$ cat src/rtl/aop_map.svh
/*
 Register offsets, field positions, reset values and timing counts for the
 OAM connection point processor. Assumes a 100 MHz system clock.
*/
`ifndef AOP_MAP_SVH
`define AOP_MAP_SVH
`define AOP_CLK_HZ        100000000
`define AOP_TICK_PERIOD   100000000
`define AOP_AIS_CLR_TENTHS 35
`define AOP_LOC_TENTHS    35
`define AOP_LB_TIMEOUT_S  5
`define AOP_OFF_CTRL      4'h0
`define AOP_OFF_STATUS    4'h1
`define AOP_OFF_LB_ID     4'h2
`define AOP_OFF_LB_DELAY  4'h3
`define AOP_OFF_CUR_RX    4'h4
`define AOP_OFF_CUR_TX    4'h5
`define AOP_OFF_PRV_RX    4'h6
`define AOP_OFF_PRV_TX    4'h7
`define AOP_OFF_INTERVAL  4'h8
`define AOP_CTRL_ROLE_LSB 0
`define AOP_CTRL_CC_LSB   3
`define AOP_CTRL_LB_GO    5
`define AOP_CTRL_RESET    32'h0000_0000
`define AOP_INTERVAL_RST  32'h0000_0384
`endif

$ cat src/rtl/aop_pkg.sv
/*
 Types shared by the OAM connection point processor: roles, continuity
 modes, cell kinds and the cell carrier struct. Standalone package.
*/
package aop_pkg;
  typedef enum logic [2:0] {
    AOP_VP_INTERMEDIATE,
    AOP_VC_INTERMEDIATE,
    AOP_VP_SEGMENT,
    AOP_VC_SEGMENT,
    AOP_VC_END_TO_END
  } aop_role_e;
  typedef enum logic [1:0] {
    AOP_CC_OFF,
    AOP_CC_SOURCE,
    AOP_CC_SINK,
    AOP_CC_BOTH
  } aop_cc_e;
  typedef enum logic [2:0] {
    AOP_CELL_USER,
    AOP_CELL_AIS,
    AOP_CELL_RDI,
    AOP_CELL_CC,
    AOP_CELL_LB
  } aop_kind_e;
  typedef struct packed {
    logic       f5;
    logic       seg;
    aop_kind_e  kind;
    logic [7:0] lb_id;
  } aop_cell_s;
endpackage : aop_pkg

$ cat src/rtl/aop_point.sv
/*
 OAM connection point processor: classifies received cells, keeps the
 alarm-indication state and generates alarm, defect and continuity cells
 ahead of the shaper. Assumes an Avalon-MM master on the same clock and a
 cell-level descriptor stream from the port and to the peer side.
*/
`timescale 1ns/100ps
`default_nettype none
`include "aop_map.svh"
// Notes on behaviour
// - Enter alarm state on AIS, lost continuity or port failure; leave after 3.5 s clean.
// - Generated OAM cells go into the stream before the shaper.
// - Five roles exist: VP/VC intermediate, VP/VC segment, VC end-to-end.
// - Each cross-connect side picks intermediate or segment via its own descriptor.
// - Host or emulation terminations act as VC endpoint, segment or end-to-end.
// - Segment endpoints run continuity check as source, sink or both.
// - Intermediate VP points pass segment and end-to-end OAM cells unchanged.
// - VP intermediate port failure sends F4 end-to-end AIS forward.
// - VC intermediate port failure sends F5 segment and end-to-end AIS forward.
// - VP segment port failure sends F4 end-to-end AIS forward, segment RDI back.
// - VP segment continuity source sends F4 segment CC backward.
// - VP segment sink without CC for 3.5 s enters alarm, sends AIS and RDI.
// - Continuity mode both performs source and sink duties together.
// - VC segment receiving F5 segment AIS sends end-to-end AIS forward, RDI back.
// - VC segment sink without CC for 3.5 s enters alarm, sends AIS and RDI.
// - VC end-to-end drops all OAM cells, monitors F5 end-to-end AIS, RDI, CC. The code monitors received AIS and CC only; received RDI is ignored.
// - VC end-to-end receiving F5 end-to-end AIS sends F5 end-to-end RDI back.
// - VC endpoint continuity source sends one F5 end-to-end CC backward per second.
// - Statistics kept for current interval; completed previous interval stays readable.
module aop_point
  import aop_pkg::*;
#(
  parameter int unsigned TICK_CYCLES = `AOP_TICK_PERIOD
) (
  input  wire logic        clk_i,
  input  wire logic        rst_i,
  input  wire logic [3:0]  avs_address_i,
  input  wire logic        avs_read_i,
  input  wire logic        avs_write_i,
  input  wire logic [31:0] avs_writedata_i,
  input  wire logic [3:0]  avs_byteenable_i,
  output logic [31:0]      avs_readdata_o,
  output logic             avs_waitrequest_o,
  input  wire logic        port_fail_i,
  input  wire logic        rx_valid_i,
  input  wire aop_cell_s   rx_cell_i,
  output logic             peer_valid_o,
  output aop_cell_s        peer_cell_o,
  output logic             fwd_valid_o,
  output aop_cell_s        fwd_cell_o,
  output logic             bwd_valid_o,
  output aop_cell_s        bwd_cell_o,
  output logic             ais_state_o
);
  // Tenths of a second are the finest base; the 3.5 s windows count tenths.
  localparam int unsigned TENTH_CYCLES = TICK_CYCLES / 10;
  localparam logic [5:0]  AIS_CLR_T    = 6'(`AOP_AIS_CLR_TENTHS);
  localparam logic [5:0]  LOC_T        = 6'(`AOP_LOC_TENTHS);
  localparam logic [6:0]  LB_LIMIT_T   = 7'(`AOP_LB_TIMEOUT_S * 10);

  function automatic aop_cell_s mk_cell(input logic f5, input logic seg, input aop_kind_e k);
    aop_cell_s c;
    c.f5    = f5;
    c.seg   = seg;
    c.kind  = k;
    c.lb_id = 8'h00;
    return c;
  endfunction : mk_cell

  function automatic logic is_oam(input aop_cell_s c);
    return c.kind != AOP_CELL_USER;
  endfunction : is_oam

  logic        port_fail_m_q, port_fail_q;
  logic [31:0] ctrl_q;
  logic [7:0]  lb_id_q;
  logic [31:0] interval_q;
  aop_role_e   role;
  aop_cc_e     cc_mode;
  logic        cc_src, cc_snk;

  assign role    = aop_role_e'(ctrl_q[`AOP_CTRL_ROLE_LSB +: 3]);
  assign cc_mode = aop_cc_e'(ctrl_q[`AOP_CTRL_CC_LSB +: 2]);
  // Continuity is meaningful only at segment points and the VC endpoint.
  assign cc_src  = (cc_mode == AOP_CC_SOURCE || cc_mode == AOP_CC_BOTH) &&
                   (role == AOP_VP_SEGMENT || role == AOP_VC_SEGMENT || role == AOP_VC_END_TO_END);
  assign cc_snk  = (cc_mode == AOP_CC_SINK || cc_mode == AOP_CC_BOTH) &&
                   (role == AOP_VP_SEGMENT || role == AOP_VC_SEGMENT || role == AOP_VC_END_TO_END);

  always_ff @(posedge clk_i) begin
    if (rst_i) begin
      port_fail_m_q <= 1'b0;
      port_fail_q   <= 1'b0;
    end else begin
      port_fail_m_q <= port_fail_i;
      port_fail_q   <= port_fail_m_q;
    end
  end

  // Time base: tenth-second and one-second enable pulses.
  logic [31:0] div_q;
  logic [3:0]  tenths_q;
  logic        tenth_p, sec_p;
  assign tenth_p = (div_q == 32'(TENTH_CYCLES - 1));
  assign sec_p   = tenth_p && (tenths_q == 4'h9);
  always_ff @(posedge clk_i) begin
    if (rst_i) begin
      div_q    <= 32'h0000_0000;
      tenths_q <= 4'h0;
    end else if (tenth_p) begin
      div_q    <= 32'h0000_0000;
      tenths_q <= (tenths_q == 4'h9) ? 4'h0 : tenths_q + 4'h1;
    end else begin
      div_q <= div_q + 32'h0000_0001;
    end
  end

  // Received cell classification.
  logic rx_oam, rx_ais_hit, rx_cc, rx_lb;
  assign rx_oam     = rx_valid_i && is_oam(rx_cell_i);
  assign rx_cc      = rx_valid_i && rx_cell_i.kind == AOP_CELL_CC;
  assign rx_lb      = rx_valid_i && rx_cell_i.kind == AOP_CELL_LB;
  always_comb begin
    rx_ais_hit = 1'b0;
    if (rx_valid_i && rx_cell_i.kind == AOP_CELL_AIS) begin
      unique case (role)
        AOP_VC_SEGMENT:    rx_ais_hit = rx_cell_i.f5 && rx_cell_i.seg;
        AOP_VC_END_TO_END: rx_ais_hit = rx_cell_i.f5 && !rx_cell_i.seg;
        AOP_VP_SEGMENT:    rx_ais_hit = !rx_cell_i.f5;
        default:           rx_ais_hit = 1'b0;
      endcase
    end
  end

  // Loss of continuity: sink counts tenths since the last CC cell.
  // The tenth ticks run free of the cell, so one extra tick makes sure 3.5 s have passed.
  logic [5:0] loc_cnt_q;
  logic       loc;
  assign loc = cc_snk && (loc_cnt_q > LOC_T);
  always_ff @(posedge clk_i) begin
    if (rst_i || !cc_snk || rx_cc) begin
      loc_cnt_q <= 6'h00;
    end else if (tenth_p && loc_cnt_q <= LOC_T) begin
      loc_cnt_q <= loc_cnt_q + 6'h01;
    end
  end

  // Alarm state: any defect sets it and restarts the 3.5 s clean window.
  // The first tick after a defect can fall at once, so clearing waits one tick extra.
  logic       defect;
  logic       ais_q;
  logic [5:0] clean_q;
  assign defect = port_fail_q || loc || rx_ais_hit;
  always_ff @(posedge clk_i) begin
    if (rst_i) begin
      ais_q   <= 1'b0;
      clean_q <= 6'h00;
    end else if (defect) begin
      ais_q   <= 1'b1;
      clean_q <= 6'h00;
    end else if (ais_q && tenth_p) begin
      if (clean_q == AIS_CLR_T) begin
        ais_q   <= 1'b0;
        clean_q <= 6'h00;
      end else begin
        clean_q <= clean_q + 6'h01;
      end
    end
  end
  assign ais_state_o = ais_q;

  // Forwarding toward the peer side of the cross-connect.
  always_ff @(posedge clk_i) begin
    if (rst_i) begin
      peer_valid_o <= 1'b0;
      peer_cell_o  <= mk_cell(1'b0, 1'b0, AOP_CELL_USER);
    end else begin
      peer_cell_o <= rx_cell_i;
      unique case (role)
        AOP_VP_INTERMEDIATE, AOP_VC_INTERMEDIATE:
          peer_valid_o <= rx_valid_i;
        default:
          peer_valid_o <= rx_valid_i && !rx_oam;
      endcase
    end
  end

  // Generated cells: a small pending set drained one per cycle, forward
  // and backward independently, into the pre-shaper stream.
  logic [1:0] fwd_pend_q;   // bit0 end-to-end AIS, bit1 segment AIS
  logic [1:0] bwd_pend_q;   // bit0 RDI, bit1 CC
  logic       ais_hit_q;
  always_ff @(posedge clk_i) begin
    if (rst_i) begin
      ais_hit_q <= 1'b0;
    end else begin
      ais_hit_q <= ais_q;
    end
  end
  logic first_p;
  assign first_p = ais_q && !ais_hit_q;

  always_ff @(posedge clk_i) begin
    if (rst_i) begin
      fwd_pend_q <= 2'b00;
      fwd_valid_o <= 1'b0;
      fwd_cell_o  <= mk_cell(1'b0, 1'b0, AOP_CELL_USER);
    end else begin
      fwd_valid_o <= 1'b0;
      if (fwd_pend_q[0]) begin
        fwd_valid_o   <= 1'b1;
        fwd_cell_o    <= mk_cell(role != AOP_VP_INTERMEDIATE && role != AOP_VP_SEGMENT, 1'b0, AOP_CELL_AIS);
        fwd_pend_q[0] <= 1'b0;
      end else if (fwd_pend_q[1]) begin
        fwd_valid_o   <= 1'b1;
        fwd_cell_o    <= mk_cell(1'b1, 1'b1, AOP_CELL_AIS);
        fwd_pend_q[1] <= 1'b0;
      end
      if (first_p || (ais_q && sec_p)) begin
        unique case (role)
          AOP_VP_INTERMEDIATE, AOP_VP_SEGMENT, AOP_VC_SEGMENT:
            fwd_pend_q <= 2'b01;
          AOP_VC_INTERMEDIATE:
            fwd_pend_q <= 2'b11;
          default:
            fwd_pend_q <= 2'b00;
        endcase
      end
    end
  end

  always_ff @(posedge clk_i) begin
    if (rst_i) begin
      bwd_pend_q  <= 2'b00;
      bwd_valid_o <= 1'b0;
      bwd_cell_o  <= mk_cell(1'b0, 1'b0, AOP_CELL_USER);
    end else begin
      bwd_valid_o <= 1'b0;
      if (bwd_pend_q[0]) begin
        bwd_valid_o   <= 1'b1;
        bwd_cell_o    <= mk_cell(role != AOP_VP_SEGMENT, role != AOP_VC_END_TO_END, AOP_CELL_RDI);
        bwd_pend_q[0] <= 1'b0;
      end else if (bwd_pend_q[1]) begin
        bwd_valid_o   <= 1'b1;
        bwd_cell_o    <= mk_cell(role != AOP_VP_SEGMENT, role != AOP_VC_END_TO_END, AOP_CELL_CC);
        bwd_pend_q[1] <= 1'b0;
      end
      if ((first_p || (ais_q && sec_p)) &&
          (role == AOP_VP_SEGMENT || role == AOP_VC_SEGMENT || role == AOP_VC_END_TO_END)) begin
        bwd_pend_q[0] <= 1'b1;
      end
      if (sec_p && cc_src) begin
        bwd_pend_q[1] <= 1'b1;
      end
    end
  end

  // Loopback: software arms an ID; a returning cell with that ID within
  // 5 s latches the round trip in tenths of a second.
  logic       lb_busy_q, lb_ok_q, lb_fail_q;
  logic [6:0] lb_t_q;
  logic [6:0] lb_delay_q;
  logic       lb_go;
  assign lb_go = avs_write_i && !avs_waitrequest_o && avs_address_i == `AOP_OFF_CTRL &&
                 avs_byteenable_i[0] && avs_writedata_i[`AOP_CTRL_LB_GO];
  always_ff @(posedge clk_i) begin
    if (rst_i) begin
      lb_busy_q  <= 1'b0;
      lb_ok_q    <= 1'b0;
      lb_fail_q  <= 1'b0;
      lb_t_q     <= 7'h00;
      lb_delay_q <= 7'h00;
    end else if (lb_go) begin
      lb_busy_q <= 1'b1;
      lb_ok_q   <= 1'b0;
      lb_fail_q <= 1'b0;
      lb_t_q    <= 7'h00;
    end else if (lb_busy_q) begin
      if (rx_lb && rx_cell_i.lb_id == lb_id_q) begin
        lb_busy_q  <= 1'b0;
        lb_ok_q    <= 1'b1;
        lb_delay_q <= lb_t_q;
      end else if (lb_t_q >= LB_LIMIT_T) begin
        lb_busy_q <= 1'b0;
        lb_fail_q <= 1'b1;
      end else if (tenth_p) begin
        lb_t_q <= lb_t_q + 7'h01;
      end
    end
  end

  // Statistics per interval of whole seconds.
  logic [31:0] cur_rx_q, cur_tx_q, prv_rx_q, prv_tx_q, sec_cnt_q;
  logic        tx_any;
  assign tx_any = fwd_valid_o || bwd_valid_o;
  always_ff @(posedge clk_i) begin
    if (rst_i) begin
      cur_rx_q  <= 32'h0000_0000;
      cur_tx_q  <= 32'h0000_0000;
      prv_rx_q  <= 32'h0000_0000;
      prv_tx_q  <= 32'h0000_0000;
      sec_cnt_q <= 32'h0000_0000;
    end else if (sec_p && sec_cnt_q + 32'h0000_0001 >= interval_q) begin
      prv_rx_q  <= cur_rx_q + {31'h0, rx_oam};
      prv_tx_q  <= cur_tx_q + {31'h0, tx_any};
      cur_rx_q  <= 32'h0000_0000;
      cur_tx_q  <= 32'h0000_0000;
      sec_cnt_q <= 32'h0000_0000;
    end else begin
      cur_rx_q  <= cur_rx_q + {31'h0, rx_oam};
      cur_tx_q  <= cur_tx_q + {31'h0, tx_any};
      if (sec_p) begin
        sec_cnt_q <= sec_cnt_q + 32'h0000_0001;
      end
    end
  end

  // Avalon-MM slave: one wait cycle per access, answer on the second.
  logic acc_q;
  always_ff @(posedge clk_i) begin
    if (rst_i) begin
      acc_q             <= 1'b0;
      avs_waitrequest_o <= 1'b1;
    end else begin
      acc_q             <= (avs_read_i || avs_write_i) && avs_waitrequest_o && !acc_q;
      avs_waitrequest_o <= !((avs_read_i || avs_write_i) && avs_waitrequest_o && !acc_q);
    end
  end

  always_ff @(posedge clk_i) begin
    if (rst_i) begin
      ctrl_q     <= `AOP_CTRL_RESET;
      lb_id_q    <= 8'h00;
      interval_q <= `AOP_INTERVAL_RST;
    end else if (avs_write_i && !avs_waitrequest_o) begin
      for (int b = 0; b < 4; b++) begin
        if (avs_byteenable_i[b]) begin
          unique case (avs_address_i)
            `AOP_OFF_CTRL:     ctrl_q[b*8 +: 8]     <= (b == 0) ? (avs_writedata_i[7:0] & 8'h1F) : 8'h00;
            `AOP_OFF_INTERVAL: interval_q[b*8 +: 8] <= avs_writedata_i[b*8 +: 8];
            `AOP_OFF_LB_ID:    if (b == 0) lb_id_q <= avs_writedata_i[7:0];
            default: ;
          endcase
        end
      end
    end
  end

  always_ff @(posedge clk_i) begin
    if (rst_i) begin
      avs_readdata_o <= 32'h0000_0000;
    end else if (avs_read_i && avs_waitrequest_o && !acc_q) begin
      unique case (avs_address_i)
        `AOP_OFF_CTRL:     avs_readdata_o <= ctrl_q;
        `AOP_OFF_STATUS:   avs_readdata_o <= {26'h0, lb_fail_q, lb_ok_q, lb_busy_q, loc, port_fail_q, ais_q};
        `AOP_OFF_LB_ID:    avs_readdata_o <= {24'h0, lb_id_q};
        `AOP_OFF_LB_DELAY: avs_readdata_o <= {25'h0, lb_delay_q};
        `AOP_OFF_CUR_RX:   avs_readdata_o <= cur_rx_q;
        `AOP_OFF_CUR_TX:   avs_readdata_o <= cur_tx_q;
        `AOP_OFF_PRV_RX:   avs_readdata_o <= prv_rx_q;
        `AOP_OFF_PRV_TX:   avs_readdata_o <= prv_tx_q;
        `AOP_OFF_INTERVAL: avs_readdata_o <= interval_q;
        default:           avs_readdata_o <= 32'h0000_0000;
      endcase
    end
  end
endmodule : aop_point
`default_nettype wire

$ cat config.mk
export PLATFORM = sky130hd
export DESIGN_NAME = aop_point
export DESIGN_NICKNAME = d
export VERILOG_FILES = /design/src/rtl/aop_pkg.sv /design/src/rtl/aop_point.sv
export VERILOG_INCLUDE_DIRS = /design/src /design/src/rtl
export SDC_FILE = /design/constraint.sdc
export NUM_CORES = 1
export LEC_CHECK = 0
export BUFFER_PORTS_ARGS = -buffer_cell sky130_fd_sc_hd__buf_2
export CAP_MARGIN = 20
export CORE_ASPECT_RATIO = 0.6
export CORE_MARGIN = 2
export CORE_UTILIZATION = 53
export CTS_CLUSTER_DIAMETER = 40
export DETAILED_ROUTE_END_ITERATION = 10
export PLACE_DENSITY_LB_ADDON = 0.15
export SLEW_MARGIN = 25
export SYNTH_ARGS = -nofsm -noshare
export SYNTH_HDL_FRONTEND = slang
export SYNTH_SLANG_ARGS = --single-unit
$ cat constraint.sdc
create_clock -name clk_i -period 11.4 [get_ports clk_i]
set_clock_uncertainty 0.15 [all_clocks]
set_input_delay 0.57 -clock clk_i [delete_from_list [all_inputs] [get_ports clk_i]]
set_output_delay 0.57 -clock clk_i [all_outputs]
set_load 0.05 [all_outputs]
==> flow_summary.toml <==
[power]
irDropWorstVdd_v = 0.0001336
seqPwrFrac_pct = 45.6
leakage_nw = 7.183
switching_share_pct = 25.90
pwr-share-clk_pct = 47.0
internal-power_w = 0.001931
p_sw_w = 0.0006752
p_per_area_nw_per_um2 = 144.4
p_comb_share_pct = 7.4

[detailed_routing]
drtIter0Drc = 1672
wirelength_mm = 47.10
dr.pass1.iters = 6
drcViolationCount = 0
wl_per_cell_um = 20.09
viasPerCell = 6.157
vias = 14430
ant_nets = 0

[finish]
utilization_pct = 60.22
fill_cells = 2644
fin_nets = 2011
syn_to_final_growth_pct = 11.71
drive_above_1_share_pct = 11.67
antenna_cells = 0

[synthesis]
yosysWarnings = 0
yosys.area.top_type = "dfxtp_1"
synth_top_area_share_pct = 41.50
synth.most_common_cell = "dfxtp_1"
ys_top_cells_by_count = "dfxtp_1 (335), nand2_1 (166), nor2_1 (161)"
syn_avg_cell_area_um2 = 8.629
syn_inst = 1873
seq_area_frac_synth_pct = 41.50
synth.distinct_cells = 70
ys_async_sr_fraction_pct = 0
synth_edf_count = 0
yosys-top-cells-area = "dfxtp_1 (41%), xor2_1 (3.9%), nand2_1 (3.9%)"
ys_seq_elements = 335
ys.flop_type = "dfxtp_1"
syn_area_um2 = 16160

[sta]
hold_viol = 0
period_needed_ns = 5.164
max_slew_margin_pct = 27.14
fin_hold_ws_ns = 0.09732
setup_viol = 0
rsz0062_at_grt = "no"
worstMarginPinSlew_ns = 1.090
finalCritPeriodShare_pct = 45.30
final-max-slew-violation-count = 0
fmax_mhz = 193.6
fin_tns_setup_ns = 0

[floorplanning]
initial_core_util_pct = 53.91
ioPinCount = 135
die_area_um2 = 31950
die_w_um = 229.4
die_h_um = 139.3
rows = 49
coreArea_um2 = 29980

[run_status]
run_status = "completed"

[clock_network]
ctsHtreeMaxLevel = 2
numCtsBuffers = 37
clock_sinks = 335
clk_pin_slew_worst_paths_ns = 0.06
hold_buffers = 0
clkLatencyLatePin_ns = 0.54
cts_tree = "built"
cts_root_buffer = "clkbuf_16"
cts_buffer_depth = 3
cts_setup_buffers = 0
cts_resized = 0

[grt]
grt_max_degree = 92
antenna_found_initial = 0
grt_pass1_vias = 12960
gr-total-overflow = 0
grt_usage_pct = 28.56
grt_pass1_wl_mm = 73.06

[placement]
dp_hpwl_mm = 31.71
routabilityCongestion = 0.8998
numPortBuffers = 115

[setup_path]
slowest_delay_ns = 0.60
path_cells = "nand4_2 > nor3_1 > nand3_2 > o21a_1 > or2_2 > ha_1 > nand4_1 > nor4_1 > and3_1 > a22o_2 > buf_4 > o211ai_1 > o211a_1"
criticalPathCategory = "flip-flop to flip-flop"
arrival_ns = 5.45
worst_ep_required_time_ns = 11.68
critPathLaunchType = "flip-flop"
path_max_fanout = 35
slowest_stage = "nor3_1"
end_kind = "flip-flop"

[job]
cap_violations = 0

[min_path]
min_path_type = "primary input to flip-flop"
## worst max-delay path, delay by kind of cell, from the launching register on
family	cells	cell delay (ns)
simple gates	7	2.40
compound gates	4	1.20
buf+inv	1	0.52
flops	1	0.46
fa+ha+maj	1	0.29
## layout by cell type (no fill, tap or decap), types with 6 or more instances in the layout
cell       synthesis  layout
nor4_1            15      15
xnor2_1           68      68
nand4_1           62      62
a31oi_1           35      35
o211ai_1          64      64
and3_1            29      29
or2_2              6       6
mux2i_1           35      35
clkbuf_16          0      39
a22oi_1           58      58
nand4b_1           6       6
nand2b_1           6       6
and2_1             6       6
nor4b_1            6       6
nand3_1           90      89
o21ai_0           12      12
nand2_1          166     166
inv_1             47      47
nor2_1           161     158
buf_2             29     114
conb_1             1      19
nor2b_1           25      25
buf_4             21      17
a21oi_1          108     107
and4_1            17      16
xor2_1            72      72
ha_1              42      42
inv_6              0       6
nor3_1           105     104
o211a_1           59      59
dfxtp_1          335     335
or3_1              8       8
## cells by family after synthesis
| group | synth area share [%] |
|---|---|
| AND/OR/NAND/NOR | 23.00 |
| AO/OA/AOI/OAI | 16.58 |
| flip-flops | 41.50 |
| buffers and inverters | 5.404 |
| XOR/XNOR | 7.587 |
| adder cells (fa/ha/maj) | 3.252 |
| multiplexers | 2.655 |
| other | 0.02320 |
## worst paths after layout
check / cells after the start / from / slack, ns / end
worst max-delay path: 13 / sec_cnt_q[4] / 6.24 / prv_tx_q[31]
worst min-delay path: 2 / port_fail_i / 0.1 / port_fail_m_q
worst max register to register: 13 / sec_cnt_q[4] / 6.24 / prv_tx_q[31]
worst min register to register: 1 / fwd_cell_o[8] / 0.30 / fwd_cell_o[8]
## metrics by stage
step           worst slack [ns]  std cells  instance area [µm²]  power [W]
3_5_place_dp              6.431       2279                16820   0.001402
6_report                  6.236       2344                18050   0.002607
2_1_floorplan             7.457       1891                16230   0.001349
5_1_grt                   5.954       2344                18050   0.002679
4_1_cts                   6.398       2344                18050   0.002613
3_3_place_gp              6.647       2279                16820   0.001400
## state kept, by name, indices dropped and copies added (netlist names), 2 cells and up
register	flops
avs_readdata_o	32
bwd_cell_o	4
bwd_pend_q	2
clean_q	6
ctrl_q	5
cur_rx_q	32
cur_tx_q	32
div_q	32
fwd_cell_o	3
fwd_pend_q	2
interval_q	32
lb_delay_q	7
lb_id_q	8
lb_t_q	7
loc_cnt_q	6
peer_cell_o	13
prv_rx_q	32
prv_tx_q	32
sec_cnt_q	32
tenths_q	4
## per-layer routing
metal | global-route usage, % | up-vias | part of all wire (%)
met5 | 0 | - | 0
met4 | 5.434 | 0 | 1.2
met3 | 8.648 | 52 | 11
met2 | 39.07 | 685 | 40
met1 | 43.79 | 6894 | 48
li1 | - | 6800 | -
## power groups by stage
stage / clock network [W] / registers (W) / logic, W
after CTS: 0.00124 / 0.00119 / 0.000188
after global placement: 0 / 0.00122 / 0.000185
after global routing: 0.00129 / 0.00119 / 0.000203
final: 0.00122 / 0.00119 / 0.000192
after detailed placement: 0 / 0.00122 / 0.000187
after floorplan: 0 / 0.00122 / 0.000124
## final cells by class
class                   count  area (µm²)  share of cell area [%]
clock buffers              49        1064                   5.891
inverters                  48       180.2                  0.9979
well taps                 408       510.5                   2.827
repair buffers            132       709.4                   3.929
flip-flops and latches    335        6706                   37.14
clock inverters            16       172.7                  0.9563
multi-input cells        1356        8712                   48.25
(Power assumes the default switching activity.)
